**config.mk**
```make
export PLATFORM = sky130hd
export DESIGN_NAME = eslirq_top
export DESIGN_NICKNAME = d
export VERILOG_FILES = /design/src/eslirq_pkg.sv /design/src/eslirq_cell.sv /design/src/eslirq_top.sv
export SDC_FILE = /design/constraint.sdc
export NUM_CORES = 1
export LEC_CHECK = 0
export ABC_AREA = 1
export BUFFER_PORTS_ARGS = -buffer_cell sky130_fd_sc_hd__buf_4
export CAP_MARGIN = 10
export CORE_MARGIN = 1.5
export CORE_UTILIZATION = 48
export CTS_CLUSTER_DIAMETER = 50
export DETAILED_ROUTE_END_ITERATION = 8
export HOLD_SLACK_MARGIN = 0.06
export PLACE_DENSITY = 0.83
export SYNTH_ARGS = -nofsm -noshare
export SYNTH_HDL_FRONTEND = slang
export SYNTH_SLANG_ARGS = --single-unit
```
**constraint.sdc**
```tcl
create_clock -name clk -period 1.2 [get_ports clk]
set_clock_uncertainty 0.2 [all_clocks]
set_input_delay 0.24 -clock clk [delete_from_list [all_inputs] [get_ports clk]]
set_output_delay 0.24 -clock clk [all_outputs]
set_load 0.01 [all_outputs]
```
**src/eslirq_pkg.sv**
```systemverilog
/*
 * constants for the event status latch and interrupt block: register
 * offsets, bit positions, writable masks and reset values.
 * assumes a byte-wide register port with 12-bit addresses.
 */
// Operation
// - mode bit 7 latches power-detect error
// - mode bit 5 latches blanking done
// - mode bit 3 latches alignment locked
// - mode bit 2 latches alignment rotated
// - mode bit 1 latches outside-window alignment
// - mode bit 0 latches alignment tripped
// - mode bits reset zero; 6,4 read-only
// - status bit 7 shows calibration passed
// - status bit 6 shows calibration failed
// - status bit 5 shows converter loop lost
// - status bit 4 shows converter loop locked
// - status bit 3 shows link loop lost
// - latch only on rising edge, then hold
// - writing one clears a latched bit
// - bits 4,3 of preceding mode register
package eslirq_pkg;
    localparam int ADDR_W = 12;
    localparam int DATA_W = 8;
    localparam int NUM_EVT = 11;

    localparam logic [11:0] CAL_MODE_ADDR = 12'h01F;
    localparam logic [11:0] CH1_MODE_ADDR = 12'h022;
    localparam logic [11:0] CAL_STATUS_ADDR = 12'h023;
    localparam logic [11:0] CH1_STATUS_ADDR = 12'h026;

    // channel-1 mode and status bit positions
    localparam int CH1_PDP_BIT = 7;
    localparam int CH1_BLANK_BIT = 5;
    localparam int CH1_LOCK_BIT = 3;
    localparam int CH1_ROT_BIT = 2;
    localparam int CH1_WIN_BIT = 1;
    localparam int CH1_TRIP_BIT = 0;

    // calibration and clock loop bit positions
    localparam int CAL_PASS_BIT = 7;
    localparam int CAL_FAIL_BIT = 6;
    localparam int CONV_LOST_BIT = 5;
    localparam int CONV_LOCK_BIT = 4;
    localparam int LINK_LOST_BIT = 3;

    localparam logic [7:0] CH1_MASK = 8'hAF;
    localparam logic [7:0] CAL_MASK = 8'hF8;
    localparam logic [7:0] MODE_RESET = 8'h00;
    localparam logic [7:0] STATUS_RESET = 8'h00;
endpackage : eslirq_pkg

```
**src/eslirq_cell.sv**
```systemverilog
/*
 * one event status cell: live or latched reporting of one source.
 * assumes the source is synchronous to clk.
 */
`timescale 1ns/100ps
module eslirq_cell (
    // clock and reset
    input wire logic clk,
    input wire logic rst_n,
    // event side
    input wire logic source,
    input wire logic latch_mode,
    input wire logic clear,
    // status side
    output logic status,
    output logic held
);
    logic prev;
    logic next_prev;
    logic next_held;
    logic rise;

    ////////////////////////////////////////////////////////////////////
    always_comb begin
        rise = source & ~prev;
        next_prev = source;
        if (!latch_mode) begin
            // parked clear so enabling latch mode starts clean
            next_held = 1'b0;
        end else if (rise) begin
            next_held = 1'b1; // set beats clear
        end else if (clear) begin
            next_held = 1'b0;
        end else begin
            next_held = held;
        end
        status = latch_mode ? held : source;
    end

    always_ff @(posedge clk) begin
        if (!rst_n) begin
            prev <= 1'b0;
            held <= 1'b0;
        end else begin
            prev <= next_prev;
            held <= next_held;
        end
    end

    ////////////////////////////////////////////////////////////////////
    AST_RISE_LATCHES: assert property (@(posedge clk) disable iff (!rst_n)
        latch_mode && source && !prev && $past(latch_mode) |=> held)
        else $error("rising source did not latch");

    AST_HOLD_NO_CLEAR: assert property (@(posedge clk) disable iff (!rst_n)
        held && latch_mode && !clear ##1 latch_mode |-> held)
        else $error("latched bit dropped without clear");

    AST_CLEAR_WORKS: assert property (@(posedge clk) disable iff (!rst_n)
        held && clear && !(source && !prev) |=> !held)
        else $error("write one did not clear");

    AST_LIVE_FOLLOWS: assert property (@(posedge clk) disable iff (!rst_n)
        !latch_mode |-> status == source ##1 !held)
        else $error("live status differs from source");
endmodule : eslirq_cell

```
**src/eslirq_top.sv**
```systemverilog
/*
 * event status latch and interrupt reporting for channel-1 events and
 * calibration / clock loop events, reached over the internal register
 * port of the serial control interface.
 * assumes event sources and register strobes synchronous to clk.
 */
`timescale 1ns/100ps
module eslirq_top (
    // clock and reset
    input wire logic clk,
    input wire logic rst_n,
    // register port
    input wire logic [11:0] reg_addr,
    input wire logic reg_wr,
    input wire logic reg_rd,
    input wire logic [7:0] reg_wdata,
    output logic [7:0] reg_rdata,
    // channel-1 event sources
    input wire logic ch1_power_detect_error,
    input wire logic ch1_blanking_done,
    input wire logic ch1_alignment_locked,
    input wire logic ch1_alignment_rotated,
    input wire logic ch1_alignment_outside_window,
    input wire logic ch1_alignment_tripped,
    // calibration and clock loop sources
    input wire logic calibration_passed,
    input wire logic calibration_failed,
    input wire logic conv_clock_loop_lost,
    input wire logic conv_clock_loop_locked,
    input wire logic link_clock_loop_lost,
    // interrupt
    output logic irq_n
);
    logic [7:0] ch1_mode;
    logic [7:0] cal_mode;
    logic [7:0] next_ch1_mode;
    logic [7:0] next_cal_mode;
    logic [7:0] next_rdata;
    logic next_irq_n;
    logic [10:0] src;
    logic [10:0] mode;
    logic [10:0] clr;
    logic [10:0] stat;
    logic [10:0] held;
    logic [7:0] ch1_status;
    logic [7:0] cal_status;
    logic wr_ch1_status;
    logic wr_cal_status;

    ////////////////////////////////////////////////////////////////////
    // event vectors: 0..5 channel 1, 6..10 calibration and loops
    always_comb begin
        src = {link_clock_loop_lost, conv_clock_loop_locked,
               conv_clock_loop_lost, calibration_failed,
               calibration_passed, ch1_alignment_tripped,
               ch1_alignment_outside_window, ch1_alignment_rotated,
               ch1_alignment_locked, ch1_blanking_done,
               ch1_power_detect_error};
        mode = {cal_mode[eslirq_pkg::LINK_LOST_BIT],
                cal_mode[eslirq_pkg::CONV_LOCK_BIT],
                cal_mode[eslirq_pkg::CONV_LOST_BIT],
                cal_mode[eslirq_pkg::CAL_FAIL_BIT],
                cal_mode[eslirq_pkg::CAL_PASS_BIT],
                ch1_mode[eslirq_pkg::CH1_TRIP_BIT],
                ch1_mode[eslirq_pkg::CH1_WIN_BIT],
                ch1_mode[eslirq_pkg::CH1_ROT_BIT],
                ch1_mode[eslirq_pkg::CH1_LOCK_BIT],
                ch1_mode[eslirq_pkg::CH1_BLANK_BIT],
                ch1_mode[eslirq_pkg::CH1_PDP_BIT]};
        wr_ch1_status = reg_wr && reg_addr == eslirq_pkg::CH1_STATUS_ADDR;
        wr_cal_status = reg_wr && reg_addr == eslirq_pkg::CAL_STATUS_ADDR;
        // only ones clear; zeros do nothing
        clr = {{5{wr_cal_status}} & {
                   reg_wdata[eslirq_pkg::LINK_LOST_BIT],
                   reg_wdata[eslirq_pkg::CONV_LOCK_BIT],
                   reg_wdata[eslirq_pkg::CONV_LOST_BIT],
                   reg_wdata[eslirq_pkg::CAL_FAIL_BIT],
                   reg_wdata[eslirq_pkg::CAL_PASS_BIT]},
               {6{wr_ch1_status}} & {
                   reg_wdata[eslirq_pkg::CH1_TRIP_BIT],
                   reg_wdata[eslirq_pkg::CH1_WIN_BIT],
                   reg_wdata[eslirq_pkg::CH1_ROT_BIT],
                   reg_wdata[eslirq_pkg::CH1_LOCK_BIT],
                   reg_wdata[eslirq_pkg::CH1_BLANK_BIT],
                   reg_wdata[eslirq_pkg::CH1_PDP_BIT]}};
    end

    ////////////////////////////////////////////////////////////////////
    genvar gi;
    generate
        for (gi = 0; gi < eslirq_pkg::NUM_EVT; gi = gi + 1) begin : g_evt
            eslirq_cell u_cell (
                .clk(clk),
                .rst_n(rst_n),
                .source(src[gi]),
                .latch_mode(mode[gi]),
                .clear(clr[gi]),
                .status(stat[gi]),
                .held(held[gi])
            );
        end
    endgenerate

    ////////////////////////////////////////////////////////////////////
    // read views; reserved positions read zero
    always_comb begin
        ch1_status = 8'h00;
        ch1_status[eslirq_pkg::CH1_PDP_BIT] = stat[0];
        ch1_status[eslirq_pkg::CH1_BLANK_BIT] = stat[1];
        ch1_status[eslirq_pkg::CH1_LOCK_BIT] = stat[2];
        ch1_status[eslirq_pkg::CH1_ROT_BIT] = stat[3];
        ch1_status[eslirq_pkg::CH1_WIN_BIT] = stat[4];
        ch1_status[eslirq_pkg::CH1_TRIP_BIT] = stat[5];
        cal_status = 8'h00;
        cal_status[eslirq_pkg::CAL_PASS_BIT] = stat[6];
        cal_status[eslirq_pkg::CAL_FAIL_BIT] = stat[7];
        cal_status[eslirq_pkg::CONV_LOST_BIT] = stat[8];
        cal_status[eslirq_pkg::CONV_LOCK_BIT] = stat[9];
        cal_status[eslirq_pkg::LINK_LOST_BIT] = stat[10];
    end

    ////////////////////////////////////////////////////////////////////
    // mode registers, read data and interrupt
    always_comb begin
        next_ch1_mode = ch1_mode;
        next_cal_mode = cal_mode;
        if (reg_wr && reg_addr == eslirq_pkg::CH1_MODE_ADDR) begin
            // reserved bits 6 and 4 masked off
            next_ch1_mode = reg_wdata & eslirq_pkg::CH1_MASK;
        end
        if (reg_wr && reg_addr == eslirq_pkg::CAL_MODE_ADDR) begin
            next_cal_mode = reg_wdata & eslirq_pkg::CAL_MASK;
        end
        next_rdata = reg_rdata;
        if (reg_rd) begin
            case (reg_addr)
                eslirq_pkg::CH1_MODE_ADDR: next_rdata = ch1_mode;
                eslirq_pkg::CAL_MODE_ADDR: next_rdata = cal_mode;
                eslirq_pkg::CAL_STATUS_ADDR: next_rdata = cal_status;
                eslirq_pkg::CH1_STATUS_ADDR: next_rdata = ch1_status;
                default: next_rdata = 8'h00;
            endcase
        end
        // held is only ever set in latch mode, so no extra gating
        next_irq_n = ~|held;
    end

    always_ff @(posedge clk) begin
        if (!rst_n) begin
            ch1_mode <= eslirq_pkg::MODE_RESET;
            cal_mode <= eslirq_pkg::MODE_RESET;
            reg_rdata <= 8'h00;
            irq_n <= 1'b1;
        end else begin
            ch1_mode <= next_ch1_mode;
            cal_mode <= next_cal_mode;
            reg_rdata <= next_rdata;
            irq_n <= next_irq_n;
        end
    end

    ////////////////////////////////////////////////////////////////////
    AST_IRQ_TRACKS: assert property (@(posedge clk) disable iff (!rst_n)
        ##1 irq_n == ~|$past(held))
        else $error("interrupt does not reflect latched bits");

    AST_IRQ_ON_EVENT: assert property (@(posedge clk) disable iff (!rst_n)
        ch1_mode[eslirq_pkg::CH1_PDP_BIT] && $rose(ch1_power_detect_error)
        && $stable(ch1_mode) |-> ##2 !irq_n)
        else $error("power error event did not assert interrupt");

    AST_CH1_RSVD: assert property (@(posedge clk) disable iff (!rst_n)
        (ch1_mode & ~eslirq_pkg::CH1_MASK) == 8'h00)
        else $error("reserved mode bits set");

    AST_MODE_WRITE: assert property (@(posedge clk) disable iff (!rst_n)
        reg_wr && reg_addr == eslirq_pkg::CH1_MODE_ADDR
        |=> ch1_mode == ($past(reg_wdata) & eslirq_pkg::CH1_MASK))
        else $error("mode write not stored");

    AST_ZERO_WRITE: assert property (@(posedge clk) disable iff (!rst_n)
        wr_cal_status && reg_wdata == 8'h00 |-> clr == 11'h000)
        else $error("zero write produced a clear");

    AST_CAL_LIVE: assert property (@(posedge clk) disable iff (!rst_n)
        !cal_mode[eslirq_pkg::CAL_PASS_BIT]
        |-> cal_status[eslirq_pkg::CAL_PASS_BIT] == calibration_passed)
        else $error("calibration pass not live");

    AST_READ_MODE: assert property (@(posedge clk) disable iff (!rst_n)
        reg_rd && reg_addr == eslirq_pkg::CAL_MODE_ADDR && !reg_wr
        |=> reg_rdata == $past(cal_mode))
        else $error("mode readback wrong");

    AST_RESET_MODE: assert property (@(posedge clk)
        !rst_n |=> ch1_mode == 8'h00 && cal_mode == 8'h00 && irq_n)
        else $error("reset values wrong");

    AST_RESET_RDATA: assert property (@(posedge clk)
        !rst_n |=> reg_rdata == 8'h00)
        else $error("read data not cleared by reset");

    ////////////////////////////////////////////////////////////////////
    // register port checks
    AST_CAL_MODE_WRITE: assert property (@(posedge clk) disable iff (!rst_n)
        reg_wr && reg_addr == eslirq_pkg::CAL_MODE_ADDR
        |=> cal_mode == ($past(reg_wdata) & eslirq_pkg::CAL_MASK))
        else $error("calibration mode write not stored");

    AST_CAL_RSVD: assert property (@(posedge clk) disable iff (!rst_n)
        (cal_mode & ~eslirq_pkg::CAL_MASK) == 8'h00)
        else $error("reserved calibration mode bits set");

    AST_RDATA_HOLDS: assert property (@(posedge clk) disable iff (!rst_n)
        !reg_rd |=> $stable(reg_rdata))
        else $error("read data changed without a read");

    AST_UNMAPPED_READ: assert property (@(posedge clk) disable iff (!rst_n)
        reg_rd && reg_addr != eslirq_pkg::CH1_MODE_ADDR
        && reg_addr != eslirq_pkg::CAL_MODE_ADDR
        && reg_addr != eslirq_pkg::CAL_STATUS_ADDR
        && reg_addr != eslirq_pkg::CH1_STATUS_ADDR |=> reg_rdata == 8'h00)
        else $error("unmapped read not zero");

    AST_CAL_STAT_READ: assert property (@(posedge clk) disable iff (!rst_n)
        reg_rd && reg_addr == eslirq_pkg::CAL_STATUS_ADDR
        |=> reg_rdata == $past(cal_status))
        else $error("calibration status readback wrong");

    AST_CH1_STAT_READ: assert property (@(posedge clk) disable iff (!rst_n)
        reg_rd && reg_addr == eslirq_pkg::CH1_STATUS_ADDR
        |=> reg_rdata == $past(ch1_status))
        else $error("channel status readback wrong");

    AST_STAT_RSVD: assert property (@(posedge clk) disable iff (!rst_n)
        (cal_status & ~eslirq_pkg::CAL_MASK) == 8'h00
        && (ch1_status & ~eslirq_pkg::CH1_MASK) == 8'h00)
        else $error("reserved status bits set");

    ////////////////////////////////////////////////////////////////////
    // live reporting, one per source except calibration passed (checked above)
    AST_PDP_LIVE: assert property (@(posedge clk) disable iff (!rst_n)
        !ch1_mode[eslirq_pkg::CH1_PDP_BIT]
        |-> ch1_status[eslirq_pkg::CH1_PDP_BIT] == ch1_power_detect_error)
        else $error("power error not live");

    AST_BLANK_LIVE: assert property (@(posedge clk) disable iff (!rst_n)
        !ch1_mode[eslirq_pkg::CH1_BLANK_BIT]
        |-> ch1_status[eslirq_pkg::CH1_BLANK_BIT] == ch1_blanking_done)
        else $error("blanking done not live");

    AST_LOCK_LIVE: assert property (@(posedge clk) disable iff (!rst_n)
        !ch1_mode[eslirq_pkg::CH1_LOCK_BIT]
        |-> ch1_status[eslirq_pkg::CH1_LOCK_BIT] == ch1_alignment_locked)
        else $error("alignment locked not live");

    AST_ROT_LIVE: assert property (@(posedge clk) disable iff (!rst_n)
        !ch1_mode[eslirq_pkg::CH1_ROT_BIT]
        |-> ch1_status[eslirq_pkg::CH1_ROT_BIT] == ch1_alignment_rotated)
        else $error("alignment rotated not live");

    AST_WIN_LIVE: assert property (@(posedge clk) disable iff (!rst_n)
        !ch1_mode[eslirq_pkg::CH1_WIN_BIT]
        |-> ch1_status[eslirq_pkg::CH1_WIN_BIT]
            == ch1_alignment_outside_window)
        else $error("outside window not live");

    AST_TRIP_LIVE: assert property (@(posedge clk) disable iff (!rst_n)
        !ch1_mode[eslirq_pkg::CH1_TRIP_BIT]
        |-> ch1_status[eslirq_pkg::CH1_TRIP_BIT] == ch1_alignment_tripped)
        else $error("alignment tripped not live");

    AST_FAIL_LIVE: assert property (@(posedge clk) disable iff (!rst_n)
        !cal_mode[eslirq_pkg::CAL_FAIL_BIT]
        |-> cal_status[eslirq_pkg::CAL_FAIL_BIT] == calibration_failed)
        else $error("calibration fail not live");

    AST_LOST_LIVE: assert property (@(posedge clk) disable iff (!rst_n)
        !cal_mode[eslirq_pkg::CONV_LOST_BIT]
        |-> cal_status[eslirq_pkg::CONV_LOST_BIT] == conv_clock_loop_lost)
        else $error("converter loop lost not live");

    AST_LOCKED_LIVE: assert property (@(posedge clk) disable iff (!rst_n)
        !cal_mode[eslirq_pkg::CONV_LOCK_BIT]
        |-> cal_status[eslirq_pkg::CONV_LOCK_BIT] == conv_clock_loop_locked)
        else $error("converter loop lock not live");

    AST_LINK_LIVE: assert property (@(posedge clk) disable iff (!rst_n)
        !cal_mode[eslirq_pkg::LINK_LOST_BIT]
        |-> cal_status[eslirq_pkg::LINK_LOST_BIT] == link_clock_loop_lost)
        else $error("link loop lost not live");

    ////////////////////////////////////////////////////////////////////
    // latching, clearing and the interrupt line
    AST_IRQ_SET: assert property (@(posedge clk) disable iff (!rst_n)
        held != 11'h000 |=> !irq_n)
        else $error("latched bit without interrupt");

    AST_IRQ_RELEASE: assert property (@(posedge clk) disable iff (!rst_n)
        held == 11'h000 |=> irq_n)
        else $error("interrupt without latched bit");

    AST_MODES_OFF_IRQ: assert property (@(posedge clk) disable iff (!rst_n)
        ch1_mode == 8'h00 && cal_mode == 8'h00 |-> ##2 irq_n)
        else $error("interrupt with every source live");

    // set beats clear, so a write can never swallow a fresh event
    AST_SET_BEATS_CLR: assert property (@(posedge clk) disable iff (!rst_n)
        mode[6] && $rose(calibration_passed) && clr[6] |=> held[6])
        else $error("rise lost to a clear in the same cycle");

    AST_FRESH_EDGE: assert property (@(posedge clk) disable iff (!rst_n)
        !cal_mode[eslirq_pkg::CAL_PASS_BIT] ##1
        cal_mode[eslirq_pkg::CAL_PASS_BIT] && $stable(calibration_passed)
        |=> !held[6])
        else $error("mode switch alone latched a bit");

    AST_W1C_CAL: assert property (@(posedge clk) disable iff (!rst_n)
        wr_cal_status && reg_wdata[eslirq_pkg::CAL_FAIL_BIT] && held[7]
        && !$rose(calibration_failed) |=> !held[7])
        else $error("calibration fail clear ignored");
endmodule : eslirq_top

```
## After elaboration in Yosys (flattened, before gate mapping)

Index checks and enable logic that the tools add are counted.

- Mux-type cells: 34
- Bitwise operators: 24
- Equal/unequal tests: 4
- Reduce and logical (&&, ||, !) cells: 28

Operators by type and width:

| kind | number |
|---|---|
| equality test 12 x 6 -> 1 bit (second input constant) | 3 |
| 2-to-1 mux 1 bit | 33 |
| one-hot mux 8 bit (4 select lines) | 1 |
| AND reduction 2 bit | 11 |
| nonzero test 2 bit | 11 |
| equality test 12 x 5 -> 1 bit (second input constant) | 1 |
| bitwise AND 1 bit | 11 |
| NOT 1 bit | 11 |
| OR reduction 11 bit | 1 |
| bitwise AND 6 bit | 1 |
| bitwise AND 5 bit | 1 |
| logical AND 1 bit | 4 |
| logical NOT 1 bit | 1 |

- Register bits after elaboration: 42
- Input bits: 35
- Logic and storage cells: 116
- Output and inout port bits: 9

## Longest topological paths before layout

Gate-level depths: netlist of run 1.

- Word-level depth: 5
- Depth in mapped cells: 9
- Gate-level depth less buffers: 8

## Hierarchy

A second synthesis of run 1 with hierarchy kept.

- Cells, all modules: 321
- Area, all modules: 2103.3 µm²

By module, submodules not included:

| module | seq. area each (µm²) | area an instance (µm²) | cells an instance | instances |
|---|---|---|---|---|
| eslirq_top | 400.4 | 1139.8 | 178 | 1 |
| eslirq_cell | 40.0 | 87.6 | 13 | 11 |

## Least setup slack after synthesis of run 1

OpenSTA, ideal clock, no wires.

- Path type: input port to flip-flop
- Start point: input port reg_addr[5]
- End point: register reg_rdata[2]
- Cell stages on the path: 9
- Data required time: 934 ps
- Library setup time: 66 ps
- Buffers on the path: 1
- Data arrival time: 987 ps
- Setup slack: -53 ps
- Cell sequence: inv_1 -> nor2_2 -> nand2_4 -> nor2_4 -> buf_6 -> nand3_1 -> nand2_1 -> nand2_1 -> a21oi_2

- Word-level cells in the longest chain between the ends: 2
- Elaborated cells between the ends (all ways): 5
- Those cells by class: 4 x eq/ne; 1 x mux

Ends and longest elaborated chain:

| what | line | text |
|---|---|---|
| start, declared | eslirq_top.sv:13 | `input wire logic [11:0] reg_addr,` |
| equality test 12 x 6 -> 1 bit or equality test 12 x 5 -> 1 bit (tied branches) | eslirq_top.sv:136 | `case (reg_addr)` |
| one-hot mux 8 bit (4 select lines) (*) | eslirq_top.sv:136 |  |
| end signal, assigned | eslirq_top.sv:157 | `reg_rdata <= next_rdata;` |
| end, declared | eslirq_top.sv:17 | `output logic [7:0] reg_rdata,` |

Every way passes the cells marked *; elsewhere a longest branch is shown, timed or not.
A chain may end at the register's enable or synchronous reset.

## Final worst setup path of run 1

- Start point: input port reg_addr[0]
- End point: register reg_rdata[2]

The elaborated chain is that of the path after synthesis.

==> results.toml, run 1 <==
[run_status]
outcome = "finished, violations left"
violations = "setup timing"

[cts]
clk_latency_ns = 0.30
clockBufferDepth = 2
clk_pin_slew_worst_paths_ns = 0.08
numCtsBuffers = 5
cts_root_buf = "clkbuf_8"
cts.sinks = 42
cts_max_level = 2
cts_tree = "yes"

[floorplan]
die_x_um = 68.5
core_area_um2 = 4060
die_area_um2 = 4690
fp.dieH_um = 68.5
placementRows = 23
io-pin-count = 44
start_util_pct = 50.8

[finish]
mostFrequentLayoutCell = "nand2_1"
diodes = 0
multi_input_area_um2 = 1130
final_cell_mix = "nand2_1, buf_4, inv_1, nor2_1, dfxtp_1"
fin_area_um2 = 3050
fin_nets = 416
drive_gt1_share_pct = 35.1
seqCellArea_um2 = 871
syn_to_final_growth_pct = 48.2
final_core_util_pct = 75.2
fillCellCount = 296

[timing]
fmax_mhz = 787
fin_crit_ns = 1.27
rsz0062_at_grt = "true"
worst_slack_ns = -0.0703
fin_crit_sh_pct = 106
slew_violations = 0
setup_viol = 4
hold_viol = 0
worst_pin_slew_ns = 0.233
max-slew-margin-rel_pct = 84.3

[route]
via_count = 2239
drt_pass1_iterations = 4
wl_mm = 6.05
wire_per_inst_um = 14.0
post_drt_via_cell_ratio = 5.18
dr.first_iter.drc_count = 170
ant_nets = 0
drc_errors = 0

[power]
seqPwrFrac_pct = 51.8
swShare_pct = 24.4
power_density_nw_per_um2 = 897
total_power_mw = 2.74
p_switching_mw = 0.668
p_clk_share_pct = 34.3
p_int_mw = 2.07
p_leak_nw = 1.43
pwr-share-comb_pct = 13.9
ir_drop_uv = 738

[synthesis]
synthesis.nets = 338
synth_top_family_by_area = "simple AND/OR/NAND/NOR gates"
seq_area_frac_synth_pct = 40.8
netlist.area_leader.share_pct = 40.8
synth_area_per_cell_um2 = 6.80
synth.area.mux_share_pct = 1.46
yosysTopAreaCell = "dfxtp_1"
synth-xor-area-share_pct = 0
synth_seq_cells = 42
synth_simple_gate_area_share_pct = 34.3
synth-compound-area-share_pct = 11.4
synthCells = 303
synthesis.area_um2 = 2060
synth_cell_type_count = 24
synthTopCellsByArea = "dfxtp_1, nand2_1, inv_1"
synth_fa_ha_area_share_pct = 0
yosys_warnings = 0

[grt]
antenna_found_initial = 0
grt_pass1_vias = 2016
grt_start_max_net_pins = 38
grt_first_pass_wirelength_mm = 8.61
overflow = 0
grt_use_total_pct = 24.9

[critical_path]
worst_setup_path_start_kind = "primary input"
ff2ff_setup_slack_ns = -0.02
criticalPathCategory = "in -> reg"
rr_startpoint = "ch1_mode[2]"
cp_max_fo = 4
cp-end-kind = "register"
timing.rr.end = "reg_rdata[2]"
cp.arrival_ns = 1.30
cp.required_ns = 1.23
startpoint = "reg_addr[0]"
ff2ff_path_depth = 5
cp-endpoint = "reg_rdata[2]"

[placement]
post_dp_cell_area_um2 = 2500
routabilityCongestion = 0.862
placement.io_buffers = 43
dpl_worst_slack_ns = -0.322
hpwl_mm = 3.71

[min_path]
hold_class = "in -> reg"

[job]
maxCapViolations = 0
==> per-stage QoR <==
step | setup TNS [ns] | instances | hold slack, ns
finish | -0.140 | 432 | 0.0594
global route | -1.02 | 432 | 0.0831
CTS | -0.00426 | 427 | 0.0639
floorplan | -0.164 | 303 | 0.133
detailed placement | -7.89 | 399 | 0.234
global placement | -6.81 | 399 | 0.227
==> power groups by stage <==
stage / sequential, mW / combinational, mW / clock (mW)
after floorplan: 1.46 / 0.132 / 0
after global placement: 1.46 / 0.285 / 0
after detailed placement: 1.46 / 0.288 / 0
after CTS: 1.42 / 0.339 / 0.952
after global routing: 1.42 / 0.410 / 1.01
final: 1.42 / 0.380 / 0.938
==> per-layer routing <==
layer,global-route usage (%),wire (um),up-vias
met5,0,0,-
met4,11.3,174,0
met3,4.06,378,22
met2,46.2,3200,86
met1,27.7,2300,1022
li1,-,-,1109
==> how the worst min path moves through the flow <==
stage	from	endpoint	slack [ns]	depth (start not counted)
4_1_cts	reg_rd	reg_rdata[4]	0.06	3
3_5_place_dp	ch1_alignment_tripped	g_evt[5].u_cell.prev	0.23	3
3_3_place_gp	ch1_alignment_tripped	g_evt[5].u_cell.prev	0.23	3
6_report	reg_rd	reg_rdata[4]	0.06	3
2_1_floorplan	link_clock_loop_lost	g_evt[10].u_cell.prev	0.13	2
5_1_grt	reg_rd	reg_rdata[4]	0.08	3
==> repair_timing <==
item / in CTS / in global routing
pin swaps: 1 / 12
setup buffers: 1 / 4
hold endpoints to repair: 23 / 0
endpoints found under the setup margin: 10 / 39
hold buffers: 19 / 0
resized for setup: 10 / 71
gates cloned: 0 / 1
==> state kept, by name (all words and copies together), names as in the netlist <==
register,cells
reg_rdata,8
g_evt.u_cell.prev,11
cal_mode,5
g_evt.u_cell.held,11
ch1_mode,6
irq_n,1
==> Yosys cell counts <==
cell type	instances
nand2_1	70
inv_1	46
dfxtp_1	42
nor2_1	38
nand3_1	25
a21oi_1	20
o21ai_0	20
nand4_1	7
buf_2	3
buf_6	3
inv_2	3
mux2i_1	3
nor2_4	3
o21ai_2	3
or2_2	3
clkbuf_1	2
nand2_4	2
nand3_2	2
nor2_2	2
nor4_1	2
a21oi_2	1
buf_4	1
nand2_2	1
nor3_1	1
==> layout make-up <==
type	instances	area share, %
Sequential cell	42	28.5
Multi-Input combinational cell	204	37.0
Clock buffer	7	2.83
Timing Repair Buffer	79	23.2
Clock inverter	1	0.164
Tap cell	50	2.05
Inverter	49	6.19
==> worst max-delay path, cell delays in order <==
cell,delay [ns]
buf_4,0.12
nor2_2,0.14
nand2_1,0.14
inv_2,0.16
buf_4,0.15
nand3_2,0.07
nand2_2,0.08
nand2_2,0.07
a21oi_2,0.13
==> kinds of logic after synthesis <==
logic type	Yosys count
compound gates	44
buf+inv	58
simple gates	156
flops	42
mux	3
No activity file was read; power rests on OpenSTA's default activity.
==> inputs of run 2 (changes only) <==
RECOVER_POWER = 25   (was unset)
SLEW_MARGIN = 5   (was unset)
==> run 2 against run 1 <==
  * The run still ends with setup timing left
  * Largest cell class unchanged
  * Critical endpoint unchanged
  * Clock power is essentially flat
  * Final cell count unchanged
  * Sequential power barely moved
  * Via count decreased by 0.27%
  * Design area decreased by 0.12%
  * Largest power group unchanged
  * Routed wire length about the same
  * Hold slack hardly changed
  * Die area is the same
  * Critical path depth stayed put
==> results.toml, run 2 (same netlist as run 1, synthesis figures left out) <==
[route]
wire_per_inst_um = 14.0
via_count = 2233
wl_mm = 6.05
drt_pass1_iterations = 4
dr.first_iter.drc_count = 167
drc_errors = 0
ant_nets = 0
post_drt_via_cell_ratio = 5.17

[timing]
hold_viol = 0
fin_setup_tns_ns = -0.139
worst_slack_ns = -0.0683
rsz0062_at_grt = "true"
setup_viol = 4
fmax_mhz = 788
slew_violations = 0
max-slew-margin-rel_pct = 84.3
fin_crit_sh_pct = 106
worst_pin_slew_ns = 0.233
fin_crit_ns = 1.27

[finish]
fin_nets = 416
diodes = 0
reg.largest.list = "g_evt.u_cell.held x11, g_evt.u_cell.prev x11, reg_rdata x8"
syn_to_final_growth_pct = 48.0
final_core_util_pct = 75.1
final_cell_mix = "nand2_1, inv_1, buf_4, nor2_1, dfxtp_1"
seqCellArea_um2 = 871
fin_cells = 432
multi_input_area_um2 = 1130
drive_gt1_share_pct = 34.8
fillCellCount = 298
mostFrequentLayoutCell = "nand2_1"

[critical_path]
path_delay_family = "simple AND/OR/NAND/NOR gates"
ff2ff_path_depth = 5
crit_slowest_cell = "inv_2"
path_depth = 9
cp.arrival_ns = 1.30
worst_setup_path_start_kind = "primary input"
crit_chain = "buf_4 > nor2_2 > nand2_1 > inv_2 > buf_4 > nand3_2 > nand2_2 > nand2_2 > a21oi_2"
cp-end-kind = "register"
crit_buf_inv = 3
cp.required_ns = 1.23
crit_path_max_incr_delay_ns = 0.16
criticalPathCategory = "in -> reg"
cp_max_fo = 4

[floorplan]
placementRows = 23
core_area_um2 = 4060
io-pin-count = 44
fp.dieH_um = 68.5
die_area_um2 = 4690
start_util_pct = 50.8
die_x_um = 68.5

[job]
maxCapViolations = 0

[grt]
grt_use_total_pct = 24.9
antenna_found_initial = 0
grt_first_pass_wirelength_mm = 8.61
grt_pass1_vias = 2016
overflow = 0
grt_start_max_net_pins = 38

[power]
power_density_nw_per_um2 = 897
p_leak_nw = 1.42
ir_drop_uv = 739
total_power_mw = 2.73

[run_status]
outcome = "finished, violations left"
violations = "setup timing"

[cts]
cts.sinks = 42
clk_pin_slew_worst_paths_ns = 0.08
numCtsBuffers = 5
cts_root_buf = "clkbuf_8"
cts_max_level = 2
cts_tree = "yes"
clk_latency_ns = 0.30
clockBufferDepth = 2

[placement]
dpl_worst_slack_ns = -0.322
dp.cells = 399
hpwl_mm = 3.71
routabilityCongestion = 0.862
placement.io_buffers = 43

[min_path]
hold_class = "in -> reg"
min_delay_path_depth = 3
run 2: timing repair:
item                                    4_1_cts  5_1_grt
hold buffers                                 19        0
setup buffers                                 1        4
gates cloned                                  0        1
endpoints found under the setup margin       10       39
gates resized for setup                      10       71
endpoints found under the hold margin        23        0
pin swaps                                     1       12
run 2: final timing paths:
check / startpoint / endpoint / slack [ns]
worst min-delay path: reg_rd / reg_rdata[4] / 0.06
worst max-delay path: reg_addr[0] / reg_rdata[2] / -0.07
worst min register to register: cal_mode[6] / g_evt[7].u_cell.held / 0.27
worst max register to register: ch1_mode[2] / reg_rdata[2] / -0.02
run 2: area by class of cell:
cell class,count,area share (%)
sequential,42,28.6
tap,50,2.05
multi-input combinational,204,37.1
timing repair buffer,79,23.1
clock buffer,7,2.83
inverter,49,6.20
clock inverter,1,0.164
run 2: power by group:
group          switching [mW]  internal (mW)
combinational           0.185          0.193
clock                   0.472          0.464
sequential            0.00858           1.41
total                   0.666           2.07
run 2: metal layers:
metal	share of wire [%]	routed length (um)	up-vias	global-route usage (%)
met4	2.9	174	0	11.3
met1	39	2360	1019	27.7
met5	0	0	-	0
met3	5.2	315	22	4.06
li1	-	-	1110	-
met2	53	3200	82	46.2
run 2: per-stage QoR:
stage                     instance area [um^2]  hold slack [ns]
after floorplan                           2080            0.133
after global placement                    2500            0.227
after detailed placement                  2500            0.234
after CTS                                 2810           0.0639
after global routing                      3050           0.0831
final                                     3050           0.0591
run 2: worst min-delay path: stages:
cell and delay, ns:
buf_4 0.16, nand2_1 0.07, a21oi_1 0.05
==> inputs of run 3 (changes only) <==
CELL_PAD_IN_SITES_DETAIL_PLACEMENT = 0   (was unset)
CELL_PAD_IN_SITES_GLOBAL_PLACEMENT = 1   (was unset)
CORE_UTILIZATION = 34   (was 48)
PLACE_DENSITY = 0.84   (was 0.83)
==> run 3 against run 2 <==
  * The flow now finishes without violations
  * Die area rose by 39%
  * Clock-buffer cell count did not move
  * Critical path depth shrank 8
  * Worst setup slack better by 0.081 ns
  * Register-to-register slack improved by 0.07 ns
  * Combinational power barely moved
  * Final cell count rose by 6.3%
  * Critical path type is now reg -> out
  * Highest routed layer unchanged
==> results.toml, run 3 (same netlist as run 1, synthesis figures left out) <==
[finish]
fillCellCount = 602
diodes = 0
fin_area_um2 = 3080
drive_gt1_share_pct = 35.4
reg.largest.list = "g_evt.u_cell.held x11, g_evt.u_cell.prev x11, reg_rdata x8"
mostFrequentLayoutCell = "nand2_1"
syn_to_final_growth_pct = 49.7
fin_cells = 459
final_cell_mix = "nand2_1, inv_1, buf_4, nor2_1"
final_core_util_pct = 52.4
fin_nets = 418

[min_path]
min_to = "reg_rdata[2]"
hold_class = "in -> reg"
hp-start = "reg_rd"
min_delay_path_depth = 3

[cts]
clk_pin_slew_worst_paths_ns = 0.08
cts_tree = "yes"
clk_latency_ns = 0.30
numCtsBuffers = 5
cts_max_level = 2
clockBufferDepth = 2
cts_root_buf = "clkbuf_8"
cts.sinks = 42

[critical_path]
cp_max_fo = 2
cp.required_ns = 0.76
path_delay_family = "flip-flops"
ff2ff_setup_slack_ns = 0.05
rr_startpoint = "g_evt[0].u_cell.held"
criticalPathCategory = "reg -> out"
cp-end-kind = "output port"
crit_path_max_incr_delay_ns = 0.34
ff2ff_path_depth = 3
worst_setup_path_start_kind = "register"
crit_buf_inv = 1
crit_chain = "buf_6"
crit_slowest_cell = "dfxtp_2"
timing.rr.end = "irq_n"
cp.arrival_ns = 0.75

[route]
ant_nets = 0
drc_errors = 0
wl_mm = 5.40
dr.first_iter.drc_count = 73
via_count = 2106
wire_per_inst_um = 11.8
drt_pass1_iterations = 4
post_drt_via_cell_ratio = 4.59

[placement]
hpwl_mm = 3.82
dp.cells = 430
post_dp_cell_area_um2 = 2590
placement.io_buffers = 43
routabilityCongestion = 0.790
dpl_worst_slack_ns = -0.327

[timing]
fmax_mhz = 842
setup_viol = 0
hold_viol = 0
max-slew-margin-rel_pct = 76.9
fin_crit_sh_pct = 98.9
rsz0062_at_grt = "true"
slew_violations = 0
worst_slack_ns = 0.0126
fin_crit_ns = 1.19
worst_pin_slew_ns = 0.343

[grt]
grt_use_met3_pct = 3.60
grt_use_total_pct = 16.8
overflow = 0
use_met1_pct = 20.2
grt_use_met2_pct = 29.5
grt_start_max_net_pins = 23
grt_pass1_vias = 1893
antenna_found_initial = 0
grt_first_pass_wirelength_mm = 8.33
grt_busiest_layer = "met2"

[job]
maxCapViolations = 0

[floorplan]
placementRows = 28
die_x_um = 80.8
core_area_um2 = 5890
start_util_pct = 35.0
fp.dieH_um = 80.8
io-pin-count = 44
die_area_um2 = 6530

[power]
total_power_mw = 2.74
ir_drop_uv = 483
p_leak_nw = 1.45
power_density_nw_per_um2 = 889

[run_status]
outcome = "finished clean"
-- run 3: cell count changes in the layout (fill, tap and decap cells not counted), sizes merged --
cell	before	now
buf	55	56
clkbuf	12	13
dlymetal6s4s	1	2
nand3	28	27
-- run 3: per-layer routing --
| metal | part of all wire, % | vias to the layer above |
|---|---|---|
| li1 | - | 1108 |
| met1 | 44 | 944 |
| met2 | 50 | 48 |
| met3 | 4.5 | 6 |
| met4 | 1.4 | 0 |
| met5 | 0 | - |
-- run 3: layout make-up --
type / instances / area, um^2 / share of cell area [%]
clock buffers: 7 / 86.3 / 2.80
repair buffers: 82 / 744 / 24.1
clock inverters: 1 / 5.00 / 0.162
well taps: 75 / 93.8 / 3.04
multi-input cells: 203 / 1100 / 35.8
flip-flops and latches: 42 / 867 / 28.1
inverters: 49 / 184 / 5.97
-- run 3: repair_timing --
item	CTS	global route
setup endpoints to repair	7	38
endpoints found under the hold margin	22	0
setup buffers	0	1
gates cloned	0	1
gates resized for setup	7	69
hold buffers	20	0
pin swaps	0	17
-- run 3: how the worst max path moves through the flow --
stage	start	to	cells past startpoint
2_1_floorplan	reg_addr[1]	g_evt[1].u_cell.held	7
5_1_grt	reg_addr[3]	g_evt[5].u_cell.held	7
3_3_place_gp	reg_addr[2]	g_evt[9].u_cell.held	7
4_1_cts	reg_rdata[1]	reg_rdata[1]	1
3_5_place_dp	reg_addr[2]	g_evt[7].u_cell.held	7
6_report	reg_rdata[7]	reg_rdata[7]	1
-- run 3: stage by stage --
| stage | hold slack (ns) | TNS [ns] |
|---|---|---|
| 4_1_cts | 0.0665 | 0 |
| 3_3_place_gp | 0.226 | -7.70 |
| 3_5_place_dp | 0.233 | -8.23 |
| 5_1_grt | 0.0817 | -0.243 |
| 2_1_floorplan | 0.133 | -0.164 |
| 6_report | 0.0669 | 0 |
-- run 3: where the power goes --
part           switching, mW  internal [mW]
combinational          0.178          0.198
clock                  0.476          0.464
sequential           0.00811           1.42
